**config.mk**
```make
export PLATFORM = sky130hd
export DESIGN_NAME = eqb_control_bank
export DESIGN_NICKNAME = d
export VERILOG_FILES = /design/src/logic/eqb_pkg.sv /design/src/logic/eqb_status_if.sv /design/src/logic/eqb_sticky_flags.sv /design/src/logic/eqb_control_bank.sv
export SDC_FILE = /design/constraint.sdc
export NUM_CORES = 1
export LEC_CHECK = 0
export BUFFER_PORTS_ARGS = -buffer_cell sky130_fd_sc_hd__buf_4
export CORE_MARGIN = 10
export CORE_UTILIZATION = 55
export DETAILED_ROUTE_END_ITERATION = 12
export PLACE_DENSITY_LB_ADDON = 0.05
export SLEW_MARGIN = 20
export SYNTH_ARGS = -nofsm -noshare
export SYNTH_HDL_FRONTEND = slang
export SYNTH_SLANG_ARGS = --single-unit
```
**constraint.sdc**
```tcl
create_clock -name clk_sys -period 13.3 [get_ports clk_sys]
set_input_delay 1.33 -clock clk_sys [delete_from_list [all_inputs] [get_ports clk_sys]]
set_output_delay 1.33 -clock clk_sys [all_outputs]
set_load 0.02 [all_outputs]
```
**src/logic/eqb_pkg.sv**
```systemverilog
// Package of the indexed control bank: host register offsets, index map,
// field positions and reset values.
// Assumes a 16-bit host register port clocked by clk_sys.
package eqb_pkg;

    // ************************************************************
    // Host-visible registers
    // ************************************************************
    localparam logic [7:0]  HOST_INDEX_ADDR = 8'h6a;
    localparam logic [7:0]  HOST_INDEX_DATA = 8'h6c;
    localparam logic [7:0]  HOST_EQ_STATUS  = 8'h6e;
    localparam int          INDEX_W         = 7;

    // ************************************************************
    // Index map
    // ************************************************************
    localparam logic [6:0]  IDX_EQ_CTRL     = 7'h10;
    localparam logic [6:0]  IDX_EQ_IN       = 7'h11;
    localparam logic [6:0]  IDX_EQ_OUT      = 7'h12;
    localparam logic [6:0]  IDX_AV_CFG      = 7'h20;
    localparam logic [6:0]  IDX_AV_MAX      = 7'h21;
    localparam logic [6:0]  IDX_AV_MIN      = 7'h22;
    localparam logic [6:0]  IDX_AV_IDLE     = 7'h23;
    localparam logic [6:0]  IDX_AV_RAISE    = 7'h24;
    localparam logic [6:0]  IDX_AV_LOWER    = 7'h25;
    localparam logic [6:0]  IDX_DIG_MISC    = 7'h39;
    localparam logic [6:0]  IDX_SPK_POWER   = 7'h44;
    localparam logic [6:0]  IDX_SPK_TEMP    = 7'h4a;
    localparam logic [6:0]  IDX_MIX_REF     = 7'h54;
    localparam logic [6:0]  IDX_FALLBACK    = 7'h00;

    // ************************************************************
    // Writable-bit masks and reset values
    // ************************************************************
    localparam logic [15:0] MASK_EQ_CTRL    = 16'h801f;
    localparam logic [15:0] MASK_EQ_IN      = 16'h0003;
    localparam logic [15:0] MASK_EQ_OUT     = 16'h0007;
    localparam logic [15:0] MASK_AV_CFG     = 16'h80f9;
    localparam logic [15:0] MASK_LEVEL15    = 16'h7fff;
    localparam logic [15:0] MASK_FULL       = 16'hffff;
    localparam logic [15:0] MASK_SPK_TEMP   = 16'h7777;
    localparam logic [15:0] RST_EQ_CTRL     = 16'h0000;
    localparam logic [15:0] RST_EQ_IN       = 16'h0000;
    localparam logic [15:0] RST_EQ_OUT      = 16'h0001;
    localparam logic [15:0] RST_AV_CFG      = 16'h0050;
    localparam logic [15:0] RST_AV_MAX      = 16'h2710;
    localparam logic [15:0] RST_AV_MIN      = 16'h0bb8;
    localparam logic [15:0] RST_AV_IDLE     = 16'h01f4;
    localparam logic [15:0] RST_AV_RAISE    = 16'h0190;
    localparam logic [15:0] RST_AV_LOWER    = 16'h0200;
    localparam logic [15:0] RST_DIG_MISC    = 16'h9000;
    localparam logic [15:0] RST_SPK_POWER   = 16'hf920;
    localparam logic [15:0] RST_SPK_TEMP    = 16'h4444;
    localparam logic [15:0] RST_MIX_REF     = 16'h8184;

    // ************************************************************
    // Field positions
    // ************************************************************
    localparam int          EQ_EN_BIT       = 15;
    localparam int          AV_EN_BIT       = 15;
    localparam int          AV_WIN_LSB      = 3;
    localparam logic [4:0]  AV_WIN_MAX      = 5'h10;
    localparam int          PAD_STRONG_BIT  = 15;
    localparam int          VDAC_HPF_BIT    = 12;
    localparam int          SPK_PWR_LSB     = 12;
    localparam int          MIX_REF_LSB     = 13;
    localparam logic [1:0]  MIX_REF_INT     = 2'h1;
    localparam logic [1:0]  MIX_REF_EXT     = 2'h3;
    localparam int          NUM_BANDS       = 5;
    localparam int          NUM_REGS        = 13;

endpackage : eqb_pkg

```
**src/logic/eqb_status_if.sv**
```systemverilog
// Interface carrying the equalizer overflow events and their status bits.
// Assumes both ends run on clk_sys.
interface eqb_status_if;
    logic [4:0] ovf_event;
    logic [4:0] clear_mask;
    logic       clear_we;
    logic [4:0] sticky;
    modport bank (output clear_mask, output clear_we, input sticky, output ovf_event);
    modport flag (input clear_mask, input clear_we, output sticky, input ovf_event);
endinterface : eqb_status_if

```
**src/logic/eqb_sticky_flags.sv**
```systemverilog
// Sticky overflow flags of the five equalizer bands.
// Assumes events and clears are synchronous to clk_sys.
module eqb_sticky_flags (
    input  wire logic   clk_sys,
    input  wire logic   rst,
    eqb_status_if.flag  st
);
    logic [4:0] flags_r;
    logic [4:0] flags_nxt;

    // A set in the clearing cycle wins over the clear.
    always_comb begin
        flags_nxt = flags_r;
        if (st.clear_we) begin
            flags_nxt = flags_nxt & ~st.clear_mask;
        end
        flags_nxt = flags_nxt | st.ovf_event;
    end

    always_ff @(posedge clk_sys or posedge rst) begin
        if (rst) begin
            flags_r <= 5'h00;
        end else begin
            flags_r <= flags_nxt;
        end
    end

    assign st.sticky = flags_r;
endmodule : eqb_sticky_flags

```
**src/logic/eqb_control_bank.sv**
```systemverilog
// Indexed control register bank: equalizer, auto volume control, pads,
// speaker halves, temperature thresholds and DAC reference select.
// Assumes a synchronous single-cycle host register port on clk_sys.
//
// Overview of operation
// - Equalizer control bit 15 enables the whole equalizer block.
// - Control bit 4 enables the high-pass band; clear bypasses and resets it.
// - Bits 3..1 enable band-pass stages three..one; clear resets that stage.
// - Control bit 0 enables the low-pass band; clear resets it.
// - Input attenuation code 1:0 gives 0, -6, -12, -18 dB.
// - Output gain code 2:0 gives -3 to 18 dB, default 001.
// - Auto volume config bit 15 enables auto volume on the ADC gain.
// - Window field 7:3 means 2^(n+1) samples, n up to 16, default 01010.
// - Auto volume config bit 0 picks left (0) or right (1) reference.
// - Fifteen-bit maximum target level, bit 15 reserved.
// - Fifteen-bit minimum target level.
// - Fifteen-bit idle level below which unity gain is kept.
// - Digital misc bit 15 selects strong pad drive, reset strong.
// - Digital misc bit 12 switches on the voice DAC high-pass test filter.
// - Speaker power bits 15..12 power the four class-AB halves.
// - Four three-bit over-temperature threshold codes, 25 to 125 degrees.
// - Mixer bits 14:13 select internal (01) or external (11) DAC reference.
// - Host writes a seven-bit index, then accesses 16 bits via index data.
// - An unavailable index reads back the contents of index 00.
// - Each band has a sticky overflow bit cleared by writing one.
module eqb_control_bank (
    input  wire logic        clk_sys,
    input  wire logic        rst,
    input  wire logic [7:0]  host_addr,
    input  wire logic        host_wr,
    input  wire logic        host_rd,
    input  wire logic [15:0] host_wdata,
    output logic      [15:0] host_rdata,
    input  wire logic [4:0]  eq_band_overflow,
    input  wire logic [15:0] fallback_index_data,
    output logic             eq_block_enable,
    output logic             eq_hpf_enable,
    output logic      [2:0]  eq_bandpass_enable,
    output logic             eq_lpf_enable,
    output logic      [4:0]  eq_band_reset,
    output logic      [1:0]  eq_input_attenuation_code,
    output logic      [2:0]  eq_output_gain_code,
    output logic             auto_volume_control_enable,
    output logic      [4:0]  auto_volume_window_code,
    output logic             auto_volume_window_legal,
    output logic             auto_volume_right_ref,
    output logic      [14:0] auto_volume_max_level,
    output logic      [14:0] auto_volume_min_level,
    output logic      [14:0] auto_volume_idle_level,
    output logic      [15:0] gain_raise_count_limit,
    output logic      [15:0] gain_lower_count_limit,
    output logic             pad_strong_drive,
    output logic             voice_dac_hpf_on,
    output logic      [3:0]  speaker_half_power_on,
    output logic      [11:0] speaker_overtemp_codes,
    output logic             dac_ref_internal,
    output logic             dac_ref_external
);

    // ************************************************************
    // Register storage
    // ************************************************************
    logic [eqb_pkg::INDEX_W-1:0] index_address_field_r;
    logic [eqb_pkg::INDEX_W-1:0] index_address_field_nxt;
    logic [15:0]                 regs_r   [eqb_pkg::NUM_REGS];
    logic [15:0]                 regs_nxt [eqb_pkg::NUM_REGS];
    logic [15:0]                 rdata_r;
    logic [15:0]                 rdata_nxt;

    eqb_status_if st ();

    eqb_sticky_flags u_flags (
        .clk_sys (clk_sys),
        .rst     (rst),
        .st      (st)
    );

    // Maps an index to its slot; slot NUM_REGS means not implemented.
    function automatic int slot_of(input logic [6:0] idx);
        unique case (idx)
            eqb_pkg::IDX_EQ_CTRL:   slot_of = 0;
            eqb_pkg::IDX_EQ_IN:     slot_of = 1;
            eqb_pkg::IDX_EQ_OUT:    slot_of = 2;
            eqb_pkg::IDX_AV_CFG:    slot_of = 3;
            eqb_pkg::IDX_AV_MAX:    slot_of = 4;
            eqb_pkg::IDX_AV_MIN:    slot_of = 5;
            eqb_pkg::IDX_AV_IDLE:   slot_of = 6;
            eqb_pkg::IDX_AV_RAISE:  slot_of = 7;
            eqb_pkg::IDX_AV_LOWER:  slot_of = 8;
            eqb_pkg::IDX_DIG_MISC:  slot_of = 9;
            eqb_pkg::IDX_SPK_POWER: slot_of = 10;
            eqb_pkg::IDX_SPK_TEMP:  slot_of = 11;
            eqb_pkg::IDX_MIX_REF:   slot_of = 12;
            default:                slot_of = eqb_pkg::NUM_REGS;
        endcase
    endfunction

    function automatic logic [15:0] mask_of(input int s);
        unique case (s)
            0:       mask_of = eqb_pkg::MASK_EQ_CTRL;
            1:       mask_of = eqb_pkg::MASK_EQ_IN;
            2:       mask_of = eqb_pkg::MASK_EQ_OUT;
            3:       mask_of = eqb_pkg::MASK_AV_CFG;
            4, 5, 6: mask_of = eqb_pkg::MASK_LEVEL15;
            11:      mask_of = eqb_pkg::MASK_SPK_TEMP;
            default: mask_of = eqb_pkg::MASK_FULL;
        endcase
    endfunction

    function automatic logic [15:0] reset_of(input int s);
        unique case (s)
            0:       reset_of = eqb_pkg::RST_EQ_CTRL;
            1:       reset_of = eqb_pkg::RST_EQ_IN;
            2:       reset_of = eqb_pkg::RST_EQ_OUT;
            3:       reset_of = eqb_pkg::RST_AV_CFG;
            4:       reset_of = eqb_pkg::RST_AV_MAX;
            5:       reset_of = eqb_pkg::RST_AV_MIN;
            6:       reset_of = eqb_pkg::RST_AV_IDLE;
            7:       reset_of = eqb_pkg::RST_AV_RAISE;
            8:       reset_of = eqb_pkg::RST_AV_LOWER;
            9:       reset_of = eqb_pkg::RST_DIG_MISC;
            10:      reset_of = eqb_pkg::RST_SPK_POWER;
            11:      reset_of = eqb_pkg::RST_SPK_TEMP;
            default: reset_of = eqb_pkg::RST_MIX_REF;
        endcase
    endfunction

    // ************************************************************
    // Host writes
    // ************************************************************
    logic wr_index;
    logic wr_data;
    logic wr_status;
    int   cur_slot;

    assign wr_index  = host_wr && (host_addr == eqb_pkg::HOST_INDEX_ADDR);
    assign wr_data   = host_wr && (host_addr == eqb_pkg::HOST_INDEX_DATA);
    assign wr_status = host_wr && (host_addr == eqb_pkg::HOST_EQ_STATUS);
    assign cur_slot  = slot_of(index_address_field_r);

    // A data write to an unimplemented index is dropped; only 7 index bits are kept.
    always_comb begin
        index_address_field_nxt = index_address_field_r;
        if (wr_index) begin
            index_address_field_nxt = host_wdata[eqb_pkg::INDEX_W-1:0];
        end
        for (int s = 0; s < eqb_pkg::NUM_REGS; s++) begin
            regs_nxt[s] = regs_r[s];
            if (wr_data && (cur_slot == s)) begin
                regs_nxt[s] = host_wdata & mask_of(s);
            end
        end
    end

    always_ff @(posedge clk_sys or posedge rst) begin
        if (rst) begin
            index_address_field_r <= '0;
            for (int s = 0; s < eqb_pkg::NUM_REGS; s++) begin
                regs_r[s] <= reset_of(s);
            end
        end else begin
            index_address_field_r <= index_address_field_nxt;
            for (int s = 0; s < eqb_pkg::NUM_REGS; s++) begin
                regs_r[s] <= regs_nxt[s];
            end
        end
    end

    assign st.clear_we   = wr_status;
    assign st.clear_mask = host_wdata[4:0];
    assign st.ovf_event  = eq_band_overflow;

    // ************************************************************
    // Host reads
    // ************************************************************
    // Index 00 holds a filter coefficient kept outside this bank, so its
    // value is presented on fallback_index_data and echoed here.
    always_comb begin
        rdata_nxt = rdata_r;
        if (host_rd) begin
            unique case (host_addr)
                eqb_pkg::HOST_INDEX_ADDR: rdata_nxt = {9'h000, index_address_field_r};
                eqb_pkg::HOST_INDEX_DATA: begin
                    if (cur_slot < eqb_pkg::NUM_REGS) begin
                        rdata_nxt = regs_r[cur_slot];
                    end else begin
                        rdata_nxt = fallback_index_data;
                    end
                end
                eqb_pkg::HOST_EQ_STATUS:  rdata_nxt = {11'h000, st.sticky};
                default:                  rdata_nxt = 16'h0000;
            endcase
        end
    end

    always_ff @(posedge clk_sys or posedge rst) begin
        if (rst) begin
            rdata_r <= 16'h0000;
        end else begin
            rdata_r <= rdata_nxt;
        end
    end

    assign host_rdata = rdata_r;

    // ************************************************************
    // Control outputs
    // ************************************************************
    assign eq_block_enable    = regs_r[0][eqb_pkg::EQ_EN_BIT];
    assign eq_hpf_enable      = regs_r[0][4];
    assign eq_bandpass_enable = regs_r[0][3:1];
    assign eq_lpf_enable      = regs_r[0][0];
    // Band state is held in reset while its enable is low or the block is off.
    assign eq_band_reset      = ~(regs_r[0][4:0] & {5{eq_block_enable}});

    assign eq_input_attenuation_code = regs_r[1][1:0];
    assign eq_output_gain_code       = regs_r[2][2:0];

    assign auto_volume_control_enable = regs_r[3][eqb_pkg::AV_EN_BIT];
    assign auto_volume_window_code    = regs_r[3][eqb_pkg::AV_WIN_LSB +: 5];
    assign auto_volume_window_legal   = (auto_volume_window_code <= eqb_pkg::AV_WIN_MAX);
    assign auto_volume_right_ref      = regs_r[3][0];
    assign auto_volume_max_level      = regs_r[4][14:0];
    assign auto_volume_min_level      = regs_r[5][14:0];
    assign auto_volume_idle_level     = regs_r[6][14:0];
    assign gain_raise_count_limit     = regs_r[7];
    assign gain_lower_count_limit     = regs_r[8];

    assign pad_strong_drive      = regs_r[9][eqb_pkg::PAD_STRONG_BIT];
    assign voice_dac_hpf_on      = regs_r[9][eqb_pkg::VDAC_HPF_BIT];
    assign speaker_half_power_on = regs_r[10][eqb_pkg::SPK_PWR_LSB +: 4];
    assign speaker_overtemp_codes = {regs_r[11][14:12], regs_r[11][10:8],
                                     regs_r[11][6:4], regs_r[11][2:0]};
    // Reserved reference codes select neither source.
    assign dac_ref_internal = (regs_r[12][eqb_pkg::MIX_REF_LSB +: 2] == eqb_pkg::MIX_REF_INT);
    assign dac_ref_external = (regs_r[12][eqb_pkg::MIX_REF_LSB +: 2] == eqb_pkg::MIX_REF_EXT);

endmodule : eqb_control_bank

```
==> results.yml, run 1 <==
yosys:
  async_flop_share_pct: 100
  yosysMostFrequentCell: "mux2_2"
  synth_enable_flop_cells: 0
  seq_area_frac_synth_pct: 47.6
  avgSynthCellArea_um2: 11.4
  synth_seq_cells: 183
  yosys.area.top_type: "dfrtp_1"
  synth_warnings: 0
  synthFlopType: "dfrtp_1"
  yosys-top-cells-area: "dfrtp_1 (36%), mux2_2 (18%), dfstp_2 (11%), buf_4 (8.3%), nand2_1 (3.0%)"
  synth.distinct_cells: 73
  syn_nets: 904
  synthesis.area_um2: 9730
  synthCells: 855
  synth_top_area_share_pct: 36.3
  synth_common_cells: "mux2_2 (159), dfrtp_1 (141), buf_4 (107)"
sta:
  setup_viol: 0
  period_share_pct: 29.6
  tightest_slew_ns: 1.06
  finalMaxSlewViolations: 0
  slew_headroom_pct: 29.1
  fmax_mhz: 254
  hold_viol: 0
  timing.hold.ws_ns: 0.504
  clock_skew_ns: 0.00596
  period_minus_slack_ns: 3.94
  final.setup.tns_ns: 0
  rsz0062_at_grt: "no"
finish:
  layout-drive-gt1-share_pct: 49.6
  diodes: 0
  nFillCells: 1378
  fin_nets: 962
  stdcell_area_um2: 11000
  seq_area_um2: 4630
  multi_input_area_um2: 4030
  fin_cells: 1151
  syn_to_final_growth_pct: 13.5
pwr:
  power_frac_comb_pct: 7.8
  power.density_nw_per_um2: 107
  switching_share_pct: 24.3
  leakagePower_nw: 5.36
  p_sw_mw: 0.287
  p_seq_share_pct: 47.7
  ir_worst_vdd_mv: 0.0929
  p_clk_share_pct: 44.5
  p_int_mw: 0.895
worst_hold_path:
  hp-class: "reg -> reg"
clock_network:
  cts_tree: "yes"
  cts.sinks: 183
  ctsHtreeMaxLevel: 4
  cts_resized: 0
  clk_path_buf_depth: 2
  cts_root_buf: "clkbuf_16"
  postCtsHoldBufs: 0
  numCtsBuffers: 17
  clkTransAtPathRegs_ns: 0.07
  post_cts_buffers: 0
  worstSkewPairLatency_ns: 0.43
flow_run:
  cap_violations: 0
global_routing:
  grt_max_degree: 115
  grt_pass1_vias: 7388
  grt_usage_pct: 24.9
  antenna_found_initial: 0
  grt_pass1_wl_mm: 45.8
  overflow: 0
drt:
  wl_per_cell_um: 26.2
  drtIter0Drc: 722
  firstDrtPassIters: 6
  drc_errors: 0
  via_per_inst: 6.24
  drt_wl_total_mm: 30.1
  dr_total_vias: 7186
  ant_nets: 0
die:
  initial_core_util_pct: 56.2
  dieWidth_um: 153
  die_y_um: 153
  io_pins: 186
  die_area_um2: 23400
  num_rows: 48
  coreArea_um2: 17300
critical_path:
  worstPathArrival_ns: 4.25
  path_max_fanout: 15
  worstPathRequired_ns: 13.61
  crit_path_start_kind: "primary input"
  crit_path_end_kind: "register"
  crit_type: "in -> reg"
placed_design:
  dp_cells: 1119
  place_congestion: 0.929
  port_buffers: 185
  place_hpwl_mm: 20.8
  post_dp_cell_area_um2: 10400
status:
  status: "finished clean"
==> final cells by class <==
| cell class | instances | area share (%) |
|---|---|---|
| Clock buffer | 21 | 4.17 |
| Clock inverter | 11 | 1.30 |
| Inverter | 4 | 0.204 |
| Multi-Input combinational cell | 511 | 36.5 |
| Sequential cell | 183 | 42.0 |
| Tap cell | 225 | 2.55 |
| Timing Repair Buffer | 196 | 13.3 |
==> worst paths after layout <==
path | cells after the start | to | start | slack, ns
max | 6 | auto_volume_idle_level[1]$_DFFE_PP0P_ | host_addr[0] | 9.36
max reg2reg | 7 | auto_volume_max_level[2]$_DFFE_PP0P_ | index_address_field_r[2]$_DFFE_PP0P_ | 9.39
min in group asynchronous | 2 | gain_raise_count_limit[5]$_DFFE_PP0P_ | rst | 1.05
min reg2reg | 1 | u_flags.st.sticky[4]$_DFF_PP0_ | u_flags.st.sticky[4]$_DFF_PP0_ | 0.50
max in group asynchronous | 3 | gain_lower_count_limit[6]$_DFFE_PP0P_ | rst | 10.81
min | 1 | u_flags.st.sticky[4]$_DFF_PP0_ | u_flags.st.sticky[4]$_DFF_PP0_ | 0.50
==> cells by family after synthesis <==
group / after synthesis / synth area share, %
AO/OA/AOI/OAI: 152 / 10.9
XOR/XNOR: 1 / 0.0901
buffers and inverters: 161 / 11.0
flip-flops: 183 / 47.6
multiplexers: 178 / 20.9
AND/OR/NAND/NOR: 180 / 9.44
==> metal layers <==
layer,global-route usage (%),routed length (um)
met3,6.93,2400
met4,5.68,494
met1,33.1,13100
met2,39.4,14100
met5,0,0
==> sequential cells by signal, summed over array words and instances, names as in the netlist, 2 cells and up <==
name	cells
auto_volume_idle_level	15
auto_volume_max_level	15
auto_volume_min_level	15
auto_volume_window_code	5
eq_bandpass_enable	3
eq_input_attenuation_code	2
eq_output_gain_code	3
gain_lower_count_limit	16
gain_raise_count_limit	16
host_rdata	16
index_address_field_r	7
regs_r	42
speaker_half_power_on	4
speaker_overtemp_codes	12
u_flags.st.sticky	5
==> worst max-delay path, stage by stage <==
cell,delay [ns]
buf_4,0.10
nand4bb_1,0.17
nor3b_1,0.67
nand3_1,0.56
or3_1,0.95
mux2_4,0.46
==> placed cells by master (no fill, tap or decap), drive strengths merged, types with 4 or more instances in the layout <==
cell type	count
buf	196
mux2	172
dfrtp	141
nand2	81
dfstp	42
nor2	39
o21ai	32
a21oi	28
clkbuf	21
a221oi	14
a31oi	13
and3	10
o22ai	8
a32oi	7
nand3	7
inv	7
or3	6
mux2i	6
a21o	6
o31ai	5
o221ai	5
clkinv	5
a211oi	5
nor3	5
nor3b	5
nand3b	4
and3b	4
nor4b	4
==> through the flow <==
stage / util (%) / setup WS, ns / power, mW
floorplan: - / 7.07 / 0.624
global placement: 60.3 / 9.13 / 0.663
detailed placement: 60.3 / 8.99 / 0.664
CTS: 63.8 / 9.46 / 1.18
global route: 63.8 / 9.22 / 1.22
finish: 63.8 / 9.36 / 1.18
==> power groups by stage <==
stage / clock network (mW) / logic (mW) / registers [mW]
floorplan: 0 / 0.0530 / 0.571
global placement: 0 / 0.0894 / 0.574
detailed placement: 0 / 0.0905 / 0.574
CTS: 0.529 / 0.0911 / 0.564
global route: 0.553 / 0.0985 / 0.564
finish: 0.525 / 0.0923 / 0.564
No activity file was read; power rests on OpenSTA's default activity.
==> run 2: changes to the inputs <==
ABC_AREA = 1   (was unset)
clock period = 3.8 ns   (was 13.3 ns; I/O delays follow)
==> results.yml, run 2 <==
placed_design:
  post_dp_cell_area_um2: 10300
  dp_cells: 1460
  place_congestion: 0.905
  place_hpwl_mm: 20.8
  dp_slack_ns: 0.636
  port_buffers: 185
clock_network:
  ctsHtreeMaxLevel: 4
  worstSkewPairLatency_ns: 0.45
  postCtsHoldBufs: 0
  cts_tree: "yes"
  numCtsBuffers: 17
  cts_resized: 0
  clkTransAtPathRegs_ns: 0.07
  cts_root_buf: "clkbuf_16"
  post_cts_buffers: 0
  clk_path_buf_depth: 2
  cts.sinks: 183
yosys:
  async_flop_share_pct: 100
  yosys-top-cells-area: "dfrtp_1 (36%), nand2_1 (14%), dfstp_2 (11%), buf_4 (8.6%), o21ai_0 (8.1%)"
  avgSynthCellArea_um2: 8.06
  seq_area_frac_synth_pct: 47.9
  synth_enable_flop_cells: 0
  synth_warnings: 0
  synth_seq_cells: 183
  synthCells: 1200
  yosysMostFrequentCell: "nand2_1"
  syn_nets: 1249
  synth_top_area_share_pct: 36.5
  synthFlopType: "dfrtp_1"
  synthesis.area_um2: 9670
  synth.distinct_cells: 41
  synth_common_cells: "nand2_1 (355), o21ai_0 (156), dfrtp_1 (141)"
  yosys.area.top_type: "dfrtp_1"
critical_path:
  path_max_fanout: 25
  crit_path_start_kind: "register"
  crit_path_end_kind: "register"
  critPathSlowestCell: "clkinv_1"
  worstPathRequired_ns: 4.12
  r2r_slack_ns: 0.56
  crit_path_max_incr_delay_ns: 0.42
  worstPathArrival_ns: 3.57
  crit_type: "reg -> reg"
  path_cells: "nor2_1 -> nand2_2 -> nor2_4 -> nor2_2 -> nand2_2 -> nor2_2 -> nand2_4 -> nand2_8 -> nor2_8 -> clkinv_1 -> o21ai_0 -> o31ai_1 -> o21ai_1 -> nand2_1"
global_routing:
  grt_pass1_vias: 7792
  grt_usage_pct: 24.4
  grt_pass1_wl_mm: 45.7
  overflow: 0
  antenna_found_initial: 1
  grt_max_degree: 184
pwr:
  p_clk_share_pct: 45.7
  power_frac_comb_pct: 4.2
  p_sw_mw: 0.980
  leakagePower_nw: 5.32
  ir_worst_vdd_mv: 0.320
  p_seq_share_pct: 50.1
  power.density_nw_per_um2: 359
  switching_share_pct: 25.0
  p_int_mw: 2.94
drt:
  via_per_inst: 5.46
  drc_errors: 0
  drtIter0Drc: 559
  ant_nets: 0
  dr_total_vias: 8146
  wl_per_cell_um: 19.6
  drt_wl_total_mm: 29.2
  firstDrtPassIters: 5
finish:
  utilization_pct: 63.4
  syn_to_final_growth_pct: 13.0
  layout-drive-gt1-share_pct: 25.2
  fin_cells: 1492
  largest_reg_flops: 42
  fin_nets: 1303
  final_common_cell: "nand2_1"
  most-common-layout-cells: "nand2_1 (355), buf_4 (196), o21ai_0 (156)"
  diodes: 0
  stdcell_area_um2: 10900
  largest_register: "regs_r"
die:
  initial_core_util_pct: 56.1
  die_area_um2: 23300
  die_y_um: 153
  io_pins: 186
  dieWidth_um: 153
  num_rows: 48
  coreArea_um2: 17200
sta:
  finalMaxSlewViolations: 0
  setup_viol: 0
  tightest_slew_ns: 1.07
  fmax_mhz: 308
  clock_skew_ns: 0.0123
  hold_viol: 0
  final.setup.tns_ns: 0
  slew_headroom_pct: 28.4
  period_share_pct: 85.4
  period_minus_slack_ns: 3.24
  finalWorstSetupSlack_ns: 0.555
  rsz0062_at_grt: "no"
status:
  status: "finished clean"
worst_hold_path:
  hp-class: "in -> async"
flow_run:
  cap_violations: 0
## run 2: cell types whose count changed in the layout (fill, tap and decap cells not counted), moves of 9 or more
cell	previous run	this run
nand2_1	79	355
a22oi_1	1	21
inv_2	0	13
nand3_2	1	11
o21ai_1	1	35
a31oi_1	13	0
mux2_4	10	0
and3_1	10	1
nor2_1	37	70
mux2_2	159	0
nand3_1	6	23
o21ai_0	31	156
a221oi_1	13	0
inv_1	3	80
## run 2: worst paths after layout
path / from / endpoint / depth (start not counted)
max in group asynchronous: rst / auto_volume_min_level[2]$_DFFE_PP0P_ / 3
min reg2reg: regs_r[40]$_DFFE_PP1P_ / regs_r[40]$_DFFE_PP1P_ / 2
max reg2reg: index_address_field_r[0]$_DFFE_PP0P_ / host_rdata[9]$_DFFE_PP0P_ / 14
min in group clk_sys: eq_band_overflow[2] / u_flags.st.sticky[2]$_DFF_PP0_ / 2
max: index_address_field_r[0]$_DFFE_PP0P_ / host_rdata[9]$_DFFE_PP0P_ / 14
min: rst / auto_volume_idle_level[0]$_DFFE_PP0P_ / 3
## run 2: final cells by class
cell class                 count  area [um^2]
clock inverter                15          161
fill                        1563         6310
clock buffer                  17          425
inverter                      97          370
multi-input combinational    758         3560
sequential                   183         4630
tap                          225          282
timing repair buffer         197         1490
## run 2: stage by stage
step / hold WS (ns) / total power [mW]
global placement: 0.461 / 2.16
detailed placement: 0.467 / 2.17
floorplan: 0.446 / 2.08
CTS: 0.130 / 3.94
finish: 0.122 / 3.92
global route: 0.134 / 4.03
## run 2: layer usage
metal	share of wire [%]	track usage, %	up-vias
met5	0.058	0	-
met3	7.5	5.81	40
met4	1.7	6.45	2
li1	-	-	3863
met2	44	36.6	363
met1	46	34.6	3878
## run 2: logic make-up (layout without fill, tap and decap cells)
family                 Yosys count  in the layout  share of synthesized area (%)
AO/OA/AOI/OAI                  261            261                           14.7
AND/OR/NAND/NOR                497            497                           22.2
buffers and inverters          259            326                           15.2
flip-flops                     183            183                           47.9
## run 2: power groups by stage
stage / combinational, mW / clock [mW] / sequential [mW]
6_report: 0.164 / 1.79 / 1.96
5_1_grt: 0.183 / 1.89 / 1.96
4_1_cts: 0.167 / 1.81 / 1.96
3_5_place_dp: 0.166 / 0 / 2.00
3_3_place_gp: 0.166 / 0 / 2.00
2_1_floorplan: 0.0798 / 0 / 2.00
## run 2: critical path, delay by kind of cell (launching register included)
family | cells | cell delay (ns)
simple gates | 10 | 1.77
compound gates | 3 | 0.50
buf+inv | 1 | 0.42
flops | 1 | 0.41
==> run 3: changes to the inputs <==
CELL_PAD_IN_SITES_DETAIL_PLACEMENT = 1   (was unset)
CELL_PAD_IN_SITES_GLOBAL_PLACEMENT = 2   (was unset)
CORE_UTILIZATION = 32   (was 55)
==> results.yml, run 3 (same netlist as run 2, synthesis figures left out) <==
worst_hold_path:
  hp-class: "in -> reg"
  hp-start: "eq_band_overflow[2]"
pwr:
  power_frac_comb_pct: 4.5
  leakagePower_nw: 5.37
  p_seq_share_pct: 49.8
  switching_share_pct: 26.6
  p_clk_share_pct: 45.7
  power.density_nw_per_um2: 351
  p_sw_mw: 1.05
  p_int_mw: 2.89
  ir_worst_vdd_mv: 0.279
sta:
  tightest_slew_ns: 0.812
  final.setup.tns_ns: 0
  fmax_mhz: 309
  slew_headroom_pct: 45.7
  rsz0062_at_grt: "no"
  finalMaxSlewViolations: 0
  period_minus_slack_ns: 3.24
  hold_viol: 0
  setup_viol: 0
  clock_skew_ns: 0.0190
  period_share_pct: 85.2
clock_network:
  clkTransAtPathRegs_ns: 0.08
  cts_root_buf: "clkbuf_16"
  postCtsHoldBufs: 1
  cts_tree: "yes"
  ctsHtreeMaxLevel: 4
  post_cts_buffers: 0
  numCtsBuffers: 17
  cts.sinks: 183
  clk_path_buf_depth: 2
  cts_resized: 0
  worstSkewPairLatency_ns: 0.44
die:
  die_y_um: 194
  num_rows: 63
  dieWidth_um: 194
  io_pins: 186
  die_area_um2: 37600
  initial_core_util_pct: 32.5
  coreArea_um2: 29700
placed_design:
  port_buffers: 185
  place_congestion: 0.784
  post_dp_cell_area_um2: 10600
  place_hpwl_mm: 26.6
finish:
  final_common_cell: "nand2_1"
  most-common-layout-cells: "nand2_1 (355), buf_4 (203), o21ai_0 (156)"
  layout-drive-gt1-share_pct: 25.5
  largest_reg_flops: 42
  diodes: 0
  syn_to_final_growth_pct: 16.0
  nFillCells: 3579
  largest_register: "regs_r"
  fin_nets: 1312
  stdcell_area_um2: 11200
critical_path:
  critPathLaunch: "index_address_field_r[0]$_DFFE_PP0P_"
  worstPathRequired_ns: 4.13
  worstPathArrival_ns: 3.57
  path_max_fanout: 25
  crit_type: "reg -> reg"
  crit_path_start_kind: "register"
  crit_path_end_kind: "register"
  r2r-start: "index_address_field_r[0]$_DFFE_PP0P_"
  r2r_slack_ns: 0.56
drt:
  firstDrtPassIters: 5
  via_per_inst: 4.84
  drtIter0Drc: 505
  ant_nets: 0
  drt_wl_total_mm: 36.2
  dr_total_vias: 8071
  wl_per_cell_um: 21.7
  drc_errors: 0
flow_run:
  cap_violations: 0
global_routing:
  grt_pass1_vias: 8432
  antenna_found_initial: 1
  overflow: 0
  grt_usage_pct: 19.0
  grt_pass1_wl_mm: 55.6
  grt_max_degree: 66
status:
  status: "finished clean"
run 3: cell type report:
cell class	count	area, um^2	share of cell area [%]
flip-flops and latches	183	4630	41.3
well taps	390	488	4.35
repair buffers	206	1570	14.0
inverters	97	370	3.30
clock inverters	14	156	1.39
clock buffers	18	429	3.83
multi-input cells	758	3560	31.8
run 3: through the flow:
stage               cells  power, mW  hold WS, ns  utilization [%]  setup slack [ns]
detailed placement   1633       2.18        0.422             35.7             0.533
finish               1666       3.94        0.132             37.7             0.562
global route         1666       4.10        0.118             37.7             0.234
CTS                  1666       4.00        0.108             37.7             0.530
floorplan            1200       2.08        0.446                -              1.10
global placement     1633       2.18        0.411             35.7             0.583
run 3: per-layer routing:
layer  vias to the layer above  routed length (um)  track usage [%]
li1                       3882                   -                -
met1                      3984               18500             28.1
met2                       189               16000             28.6
met3                        16                1470             3.68
met4                         0                 194             2.75
met5                         -                   0                0
run 3: path summary, 6_finish.rpt:
check | to | depth (start not counted)
max | host_rdata[7]$_DFFE_PP0P_ | 16
min | u_flags.st.sticky[2]$_DFF_PP0_ | 2
max reg2reg | host_rdata[7]$_DFFE_PP0P_ | 16
min reg2reg | regs_r[40]$_DFFE_PP1P_ | 2
max in group asynchronous | speaker_half_power_on[3]$_DFFE_PP1P_ | 4
min in group asynchronous | auto_volume_max_level[3]$_DFFE_PP0P_ | 3
run 3: power groups by stage:
stage / registers, mW / clock network (mW) / logic [mW]
2_1_floorplan: 2.00 / 0 / 0.0798
3_3_place_gp: 2.00 / 0 / 0.182
3_5_place_dp: 2.00 / 0 / 0.182
4_1_cts: 1.96 / 1.86 / 0.184
5_1_grt: 1.97 / 1.93 / 0.199
6_report: 1.96 / 1.80 / 0.178
run 3: worst max-delay path, stage by stage, from the launching register on:
cell and delay (ns):
dfrtp_1 0.43, nor2_1 0.23, nand2_2 0.13, nor2_4 0.34, nor2_2 0.08, nand2_2 0.08, nor2_2 0.05, nand2_4 0.17
nand2_8 0.19, nor2_8 0.26, clkinv_1 0.42, o22ai_1 0.22, o21ai_0 0.15, nand3_1 0.18, nand2_1 0.06, nand2_1 0.06
nand2_1 0.05
